<file path="config.mk">
export PLATFORM = sky130hd
export DESIGN_NAME = serial_rx_tx
export DESIGN_NICKNAME = d
export VERILOG_FILES = /design/src/logic/serial_pkg.sv /design/src/logic/bit_timer.sv /design/src/logic/serial_rx_tx.sv
export VERILOG_INCLUDE_DIRS = /design/src /design/src/logic
export SDC_FILE = /design/constraint.sdc
export NUM_CORES = 1
export LEC_CHECK = 0
export BUFFER_PORTS_ARGS = -buffer_cell sky130_fd_sc_hd__buf_2
export CORE_MARGIN = 5
export CORE_UTILIZATION = 45
export CTS_CLUSTER_SIZE = 10
export DETAILED_ROUTE_END_ITERATION = 8
export PLACE_DENSITY = 0.61
export SETUP_SLACK_MARGIN = 0.5
export SYNTH_ARGS = -nofsm -noshare
export SYNTH_HDL_FRONTEND = slang
export SYNTH_HIERARCHICAL = 1
export SYNTH_SLANG_ARGS = --single-unit
</file>
<file path="constraint.sdc">
create_clock -name clk_sys -period 3.9 [get_ports clk_sys]
set_input_delay 0.78 -clock clk_sys [delete_from_list [all_inputs] [get_ports clk_sys]]
set_output_delay 0.78 -clock clk_sys [all_outputs]
set_load 0.05 [all_outputs]
</file>
<file path="src/logic/serial_cfg.svh">
// Purpose: constants for the serial receive/transmit flag block
// Assumes: 100 MHz clk_sys, one bit time counted in whole clock cycles
// Notes: the bit-time count here is a default; the top exposes it as the BIT_CLKS parameter
`ifndef SERIAL_CFG_SVH
`define SERIAL_CFG_SVH

// clock and line rate
`define CFG_CLK_HZ 100000000
`define CFG_BAUD_HZ 9600
`define CFG_BIT_CLKS (`CFG_CLK_HZ / `CFG_BAUD_HZ)
`define CFG_TIMER_W 16

// frame lengths in bit times, start and stop included
`define CFG_FRAME8_LEN 4'd10
`define CFG_FRAME9_LEN 4'd11
`define CFG_DATA8_BITS 4'd8
`define CFG_DATA9_BITS 4'd9

// reset values of the flags
`define CFG_TX_EMPTY_RST 1'b1
`define CFG_TX_DONE_RST 1'b1
`define CFG_RX_FULL_RST 1'b0

`endif

</file>
<file path="src/logic/serial_pkg.sv">
// Purpose: types shared by the serial flag block
// Assumes: nothing beyond the cfg header
// Notes: control and status travel as packed structs
package serial_pkg;

	// software-set control bits
	typedef struct packed {
		logic rx_char9;
		logic tx_enable;
		logic tx_empty_irq_enable;
		logic tx_done_irq_enable;
		logic rx_full_irq_enable;
	} ctrl_t;

	// status flags shown to software
	typedef struct packed {
		logic tx_buffer_empty_flag;
		logic tx_done_flag;
		logic rx_full_flag;
	} status_t;

	typedef enum logic [1:0] {RX_IDLE, RX_START, RX_DATA, RX_STOP} rx_state_t;
	typedef enum logic [1:0] {TX_IDLE, TX_SHIFT} tx_state_t;

endpackage

</file>
<file path="src/logic/bit_timer.sv">
// Purpose: bit-time counter giving one-cycle ticks
// Assumes: period and first_len are at least one
// Notes: start reloads with first_len, later ticks every period cycles
`timescale 1ns/10ps
module bit_timer #(
	parameter int W = 16
) (
	// clock and reset
	input wire logic clk_sys,
	input wire logic rst_b,
	// control
	input wire logic run,
	input wire logic start,
	input wire logic [W-1:0] first_len,
	input wire logic [W-1:0] period,
	// event
	output logic tick
);

	logic [W-1:0] cnt_q;
	logic [W-1:0] cnt_d;

	// tick when the count runs out, never in the start cycle
	assign tick = run && !start && (cnt_q == '0);
	assign cnt_d = start ? first_len - W'(1) :
		!run ? '0 :
		(cnt_q == '0) ? period - W'(1) : cnt_q - W'(1);

	// counter register
	always_ff @(posedge clk_sys or negedge rst_b) begin
		if (!rst_b) begin
			cnt_q <= '0;
		end else begin
			cnt_q <= cnt_d;
		end
	end

endmodule

</file>
<file path="src/logic/serial_rx_tx.sv">
// Purpose: serial receiver and transmitter flags with interrupt requests
// Assumes: control bits and strobes come from clk_sys logic; rxd is async
// Notes: outputs are registered, so requests trail their flags by one cycle
`timescale 1ns/10ps
`include "serial_cfg.svh"
module serial_rx_tx
	import serial_pkg::*;
#(
	parameter int BIT_CLKS = `CFG_BIT_CLKS
) (
	// clock and reset
	input wire logic clk_sys,
	input wire logic rst_b,
	// control from software
	input wire ctrl_t ctrl,
	input wire logic send_break,
	input wire logic send_idle,
	// transmit data write
	input wire logic tx_wr,
	input wire logic [8:0] tx_wdata,
	// receive data read
	input wire logic rx_rd,
	output logic [7:0] data_buffer_reg,
	output logic ninth_data_bit,
	// status and requests
	output status_t status_reg_one,
	output logic tx_irq,
	output logic rx_irq,
	// serial pins
	input wire logic rxd,
	output logic txd
);

	localparam int TW = `CFG_TIMER_W;
	localparam logic [TW-1:0] BIT_LEN = TW'(BIT_CLKS);
	localparam logic [TW-1:0] HALF_LEN = TW'((BIT_CLKS + 1) / 2);

	// receive side state
	logic rx_meta_q, rx_sync_q;
	rx_state_t rx_state_q, rx_state_d;
	logic [8:0] rx_shift_q;
	logic [3:0] rx_cnt_q;
	logic rx_char9_q;
	logic rx_full_q;
	logic [7:0] rx_data_q;
	logic rx_ninth_q;
	logic rx_tick, rx_start_tmr, rx_run;
	logic rx_done;
	logic [3:0] rx_bits;

	// transmit side state
	tx_state_t tx_state_q;
	logic [8:0] tx_buf_q;
	logic tx_empty_q;
	logic tx_done_q;
	logic [10:0] tx_frame_q;
	logic [3:0] tx_left_q;
	logic tx_special_q;
	logic idle_pend_q;
	logic txd_q;
	logic tx_irq_q, rx_irq_q;
	logic tx_tick, tx_busy, tx_load_data, tx_load_idle, tx_load_break, tx_load;
	logic tx_last;
	logic tx_done_d;
	logic [10:0] frame8, frame9;

	// pin synchroniser, only the second stage is read
	always_ff @(posedge clk_sys or negedge rst_b) begin
		if (!rst_b) begin
			rx_meta_q <= 1'b1;
			rx_sync_q <= 1'b1;
		end else begin
			rx_meta_q <= rxd;
			rx_sync_q <= rx_meta_q;
		end
	end

	// receive bit timing: half bit to centre the start bit, then whole bits
	bit_timer #(.W(TW)) u_rx_timer (
		.clk_sys(clk_sys),
		.rst_b(rst_b),
		.run(rx_run),
		.start(rx_start_tmr),
		.first_len(HALF_LEN),
		.period(BIT_LEN),
		.tick(rx_tick)
	);

	// length latched at start so a mid-character change cannot tear it
	assign rx_bits = rx_char9_q ? `CFG_DATA9_BITS : `CFG_DATA8_BITS;
	assign rx_start_tmr = (rx_state_q == RX_IDLE) && !rx_sync_q;
	assign rx_run = (rx_state_q != RX_IDLE);
	// transfer only at the stop bit, once the character is complete
	assign rx_done = (rx_state_q == RX_STOP) && rx_tick;

	// receive sequence
	always_comb begin
		rx_state_d = rx_state_q;
		case (rx_state_q)
			RX_IDLE: begin
				if (!rx_sync_q) rx_state_d = RX_START;
			end
			RX_START: begin
				// a start bit that is high again at its centre was a glitch
				if (rx_tick) rx_state_d = rx_sync_q ? RX_IDLE : RX_DATA;
			end
			RX_DATA: begin
				if (rx_tick && (rx_cnt_q == rx_bits - 4'd1)) rx_state_d = RX_STOP;
			end
			RX_STOP: begin
				if (rx_tick) rx_state_d = RX_IDLE;
			end
			default: rx_state_d = RX_IDLE;
		endcase
	end

	// receive state and shift register
	always_ff @(posedge clk_sys or negedge rst_b) begin
		if (!rst_b) begin
			rx_state_q <= RX_IDLE;
			rx_shift_q <= 9'h000;
			rx_cnt_q <= 4'h0;
			rx_char9_q <= 1'b0;
		end else begin
			rx_state_q <= rx_state_d;
			if (rx_start_tmr) rx_char9_q <= ctrl.rx_char9;
			if (rx_state_q != RX_DATA) rx_cnt_q <= 4'h0;
			// lsb arrives first and walks down from the top
			else if (rx_tick) begin
				rx_shift_q <= {rx_sync_q, rx_shift_q[8:1]};
				rx_cnt_q <= rx_cnt_q + 4'd1;
			end
		end
	end

	// buffer only ever loaded from the shifter, never by software
	always_ff @(posedge clk_sys or negedge rst_b) begin
		if (!rst_b) begin
			rx_data_q <= 8'h00;
			rx_ninth_q <= 1'b0;
		end else if (rx_done) begin
			rx_data_q <= rx_char9_q ? rx_shift_q[7:0] : rx_shift_q[8:1];
			// top bit is bit 8 in nine-bit mode, bit 7 in eight-bit mode
			rx_ninth_q <= rx_shift_q[8];
		end
	end

	// full flag set by transfer; set wins over a read in the same cycle
	always_ff @(posedge clk_sys or negedge rst_b) begin
		if (!rst_b) begin
			rx_full_q <= `CFG_RX_FULL_RST;
		end else if (rx_done) begin
			rx_full_q <= 1'b1;
		end else if (rx_rd) begin
			rx_full_q <= 1'b0;
		end
	end

	// transmit bit timing, first tick one cycle after the load
	bit_timer #(.W(TW)) u_tx_timer (
		.clk_sys(clk_sys),
		.rst_b(rst_b),
		.run(tx_busy),
		.start(tx_load),
		.first_len(TW'(1)),
		.period(BIT_LEN),
		.tick(tx_tick)
	);

	// transmit frame selection: break first, then queued idle, then data
	assign tx_busy = (tx_state_q == TX_SHIFT);
	assign tx_load_break = !tx_busy && ctrl.tx_enable && send_break;
	assign tx_load_idle = !tx_busy && ctrl.tx_enable && !send_break && idle_pend_q;
	assign tx_load_data = !tx_busy && ctrl.tx_enable && !send_break && !idle_pend_q &&
		!tx_empty_q;
	assign tx_load = tx_load_break || tx_load_idle || tx_load_data;
	assign tx_last = tx_tick && (tx_left_q == 4'h0);
	assign frame8 = {2'b11, tx_buf_q[7:0], 1'b0};
	assign frame9 = {1'b1, tx_buf_q[8:0], 1'b0};

	// shifter: outputs frame lsb first, ends after the last full bit time
	always_ff @(posedge clk_sys or negedge rst_b) begin
		if (!rst_b) begin
			tx_state_q <= TX_IDLE;
			tx_frame_q <= 11'h7ff;
			tx_left_q <= 4'h0;
			tx_special_q <= 1'b0;
			txd_q <= 1'b1;
		end else begin
			case (tx_state_q)
				TX_IDLE: begin
					txd_q <= 1'b1;
					if (tx_load) begin
						tx_state_q <= TX_SHIFT;
						tx_special_q <= !tx_load_data;
						tx_left_q <= ctrl.rx_char9 ? `CFG_FRAME9_LEN : `CFG_FRAME8_LEN;
						tx_frame_q <= tx_load_break ? 11'h000 : tx_load_idle ? 11'h7ff :
							ctrl.rx_char9 ? frame9 : frame8;
					end
				end
				TX_SHIFT: begin
					if (tx_last) begin
						tx_state_q <= TX_IDLE;
						tx_special_q <= 1'b0;
						txd_q <= 1'b1;
					end else if (tx_tick) begin
						txd_q <= tx_frame_q[0];
						tx_frame_q <= {1'b1, tx_frame_q[10:1]};
						tx_left_q <= tx_left_q - 4'd1;
					end
				end
				default: tx_state_q <= TX_IDLE;
			endcase
		end
	end

	// buffer and empty flag; a write clears, handover sets
	always_ff @(posedge clk_sys or negedge rst_b) begin
		if (!rst_b) begin
			tx_buf_q <= 9'h000;
			tx_empty_q <= `CFG_TX_EMPTY_RST;
			idle_pend_q <= 1'b0;
		end else begin
			if (tx_wr) tx_buf_q <= tx_wdata;
			// a write landing with the handover holds new data, so not empty
			if (tx_wr) tx_empty_q <= 1'b0;
			// empty once the buffer has gone to the shifter
			else if (tx_load_data) tx_empty_q <= 1'b1;
			// queued idle request survives until its frame is loaded
			if (send_idle) idle_pend_q <= 1'b1;
			else if (tx_load_idle) idle_pend_q <= 1'b0;
		end
	end

	// done only when shifter and buffer idle, nothing written, no break or idle
	assign tx_done_d = tx_empty_q && !tx_wr && !tx_busy && !tx_load && !idle_pend_q &&
		!send_break && !tx_special_q;

	// flag and request registers
	always_ff @(posedge clk_sys or negedge rst_b) begin
		if (!rst_b) begin
			tx_done_q <= `CFG_TX_DONE_RST;
			tx_irq_q <= 1'b0;
			rx_irq_q <= 1'b0;
		end else begin
			tx_done_q <= tx_done_d;
			// each source gated by its enable, then ORed as a level
			tx_irq_q <= (tx_empty_q && ctrl.tx_empty_irq_enable) ||
				(tx_done_q && ctrl.tx_done_irq_enable);
			// receive request follows the full flag while enabled
			rx_irq_q <= rx_full_q && ctrl.rx_full_irq_enable;
		end
	end

	// registered outputs
	assign data_buffer_reg = rx_data_q;
	assign ninth_data_bit = rx_ninth_q;
	assign status_reg_one = '{tx_buffer_empty_flag: tx_empty_q, tx_done_flag: tx_done_q,
		rx_full_flag: rx_full_q};
	assign tx_irq = tx_irq_q;
	assign rx_irq = rx_irq_q;
	assign txd = txd_q;

endmodule

</file>
==> results.py <==
metrics = {
    "status": {
        "status": "complete, no violations",
    },
    "power": {
        "p_int_mw": 2.203,
        "p_leak_nw": 3.317,
        "p_clk_share_pct": 27.2,
        "p_sw_share_pct": 33.76,
        "pwr-share-seq_pct": 43.6,
        "p_sw_mw": 1.123,
        "total_power_mw": 3.325,
        "cellPowerDensity_nw_per_um2": 465.3,
        "p_comb_share_pct": 29.2,
        "ir_drop_uv": 282.8,
    },
    "synth": {
        "async_reset_ff_share_pct": 100.0,
        "yosys_most_used_dff": "dfrtp_1",
        "synth_edf_count": 0,
        "synth_area_um2": 5738,
        "yosysWarnings": 6,
        "avgSynthCellArea_um2": 9.330,
        "netlist_instances": 615,
        "ys_types": 82,
        "synth-seq-area-share_pct": 40.47,
        "synth_seq_cells": 92,
    },
    "routing": {
        "vias_per_cell": 4.787,
        "ant_nets": 0,
        "routed_wl_um": 12500,
        "routedWlPerCell_um": 12.19,
        "vias": 4911,
        "drt-pass1-iter-count": 4,
        "drc_errors": 0,
        "first_iter_violations": 340,
    },
    "timing": {
        "rsz0062_at_grt": "no",
        "fmax_mhz": 337.9,
        "fin_crit_sh_pct": 75.88,
        "fin_crit_ns": 2.959,
        "clock_skew_ns": 0.008007,
        "slew-limit-headroom_pct": 33.61,
        "tightest_slew_ns": 0.9959,
        "drv_slew": 0,
        "fin_setup_tns_ns": 0,
        "hold_violations": 0,
        "setup_viol": 0,
    },
    "placement": {
        "io_buffer_count": 35,
        "place_congestion": 0.8811,
        "hpwl_um": 9202,
    },
    "clocking": {
        "cts_setup_buffers": 0,
        "cts-root-buf": "clkbuf_16",
        "ctsResizeCount": 0,
        "cts_buffer_depth": 2,
        "numCtsBuffers": 9,
        "cts_tree": "done",
        "clock_latency_ns": 0.35,
        "cts_hold_buf": 0,
        "cts_max_level": 3,
        "clock-sinks": 92,
        "clkTransAtPathRegs_ns": 0.06,
    },
    "grt": {
        "overflow": 0,
        "antenna_found_initial": 0,
        "track_usage_pct": 17.59,
        "grt_pass1_vias": 4591,
        "grt_max_degree": 81,
        "grt_pass1_wl_um": 21180,
    },
    "floorplanning": {
        "num_rows": 41,
        "initial_core_util_pct": 45.65,
        "die_w_um": 122.9,
        "io_pins": 36,
        "die_y_um": 122.9,
        "core_area_um2": 12570,
        "dieArea_um2": 15110,
    },
    "finish": {
        "utilization_pct": 56.85,
        "diodes": 0,
        "reg_top3": "u_rx_timer/cnt_q x16, u_tx_timer/cnt_q x16, tx_frame_q x11",
        "area_growth_pct": 24.53,
        "drive_above_1_share_pct": 14.87,
        "fin_nets": 876,
    },
    "critical_path": {
        "arrival_ns": 3.23,
        "start_kind": "input port",
        "critPathMaxFanout": 13,
        "path_class": "in2reg",
        "end_kind": "flip-flop",
        "cp.required_ns": 4.17,
    },
    "flow_run": {
        "drv_cap": 0,
    },
    "worst_hold_path": {
        "hold_path_class": "reg2reg",
    },
}
-- cells by family (layout without fill, tap and decap cells) --
| family | Yosys count | count (layout) | share of synthesized area (%) |
|---|---|---|---|
| DFF | 92 | 92 | 40.47 |
| muxes | 41 | 41 | 8.221 |
| adders and majority gates | 6 | 6 | 1.308 |
| AOI/OAI and AO/OA | 161 | 161 | 18.16 |
| and+or+nand+nor | 236 | 236 | 22.77 |
| buffers and inverters | 37 | 71 | 2.835 |
| xor gates and xnor gates | 40 | 40 | 6.105 |
| other | 2 | 207 | 0.1309 |
-- cells in the mapped netlist, types with 4 or more instances --
cell type	n	area share, %
xnor2_1	24	3.7
nor2b_1	4	0.44
a22o_1	4	0.61
o211ai_1	9	1.2
a21oi_1	40	3.5
o21ai_1	5	0.44
or4_1	4	0.52
clkbuf_1	16	1.0
o21ai_0	37	3.2
nand4_1	8	0.87
nor3_1	22	1.9
dfrtp_1	76	33
nand2_1	59	3.9
a31oi_1	4	0.44
nor3b_1	4	0.52
xor2_1	16	2.4
nor2_1	53	3.5
mux2i_1	13	2.3
or3_1	7	0.76
mux2_2	21	4.1
buf_2	4	0.35
nand2b_1	8	0.87
o22ai_1	15	1.6
o31ai_1	6	0.78
nand3_1	10	0.87
dfstp_2	16	7.3
mux2_4	7	1.8
and2_1	5	0.55
ha_1	6	1.3
nor4_1	14	1.5
a31o_2	4	0.61
inv_1	13	0.85
-- worst max-delay path: stages --
cell and delay, ns:
buf_2 0.14, or3b_4 0.42, nand2_1 0.12, inv_1 0.13
inv_1 0.34, nand2_1 0.12, nor2_1 0.33, and2_2 0.24
a22o_4 0.24, mux2_2 0.35
-- final cells by class --
class                   count  area (um^2)
clock buffers              13        260.3
well taps                 172        215.2
multi-input cells         691         4023
flip-flops and latches     92         2322
fillers                  1175         5423
clock inverters             3        46.29
repair buffers             42        230.2
inverters                  13        48.80
-- stage by stage --
step                std cells  hold WS [ns]  setup slack [ns]  area [um^2]
floorplan                 820        0.3452             1.189         6507
global placement         1010        0.3547            0.6504         6839
detailed placement       1010        0.3510            0.5772         6839
CTS                      1026        0.3603            0.9527         7146
global route             1026        0.3664            0.7008         7146
finish                   1026        0.3582            0.9407         7146
-- layer usage --
layer	global-route usage, %	vias to the layer above	share of wire (%)
met5	0	-	0
met4	6.368	0	1.5
met3	3.477	14	3.9
met2	27.91	84	45
met1	23.99	2275	49
li1	-	2538	-
-- power by group through the flow --
stage	logic (mW)	clock network (mW)	registers (mW)
final	0.972	0.904	1.45
after CTS	0.961	0.927	1.44
after global placement	0.933	0	1.46
after floorplan	0.780	0	1.40
after global routing	1.10	0.967	1.48
after detailed placement	0.956	0	1.46
-- final timing paths --
path | to | start | cells after the start | slack [ns]
worst max-delay path | tx_frame_q[1]$_DFFE_PN1P_ | send_break | 10 | 0.94
worst max register to register | tx_frame_q[1]$_DFFE_PN1P_ | tx_empty_q$_DFFE_PN1P_ | 9 | 0.96
worst min-delay path | rx_sync_q$_DFF_PN1_ | rx_meta_q$_DFF_PN1_ | 0 | 0.36
min in group asynchronous | u_tx_timer/cnt_q[8]$_DFF_PN0_ | rst_b | 1 | 0.60
max in group asynchronous | async pin | rst_b | 2 | 2.60
worst min register to register | rx_sync_q$_DFF_PN1_ | rx_meta_q$_DFF_PN1_ | 0 | 0.36
-- layout by cell type, fill, tap and decap left out, types with 9 or more instances in the layout --
cell and count:
inv_1 13, mux2_2 21, clkbuf_16 9, nand2_1 59, nor3_1 22, nor4_1 14, mux2i_1 13, o22ai_1 15
xor2_1 16, o21ai_0 37, conb_1 207, dfrtp_1 76, o211ai_1 9, xnor2_1 24, dfstp_2 16, a21oi_1 40
buf_2 34, nand3_1 10, nor2_1 53
Power figures use the tool's default switching activity.
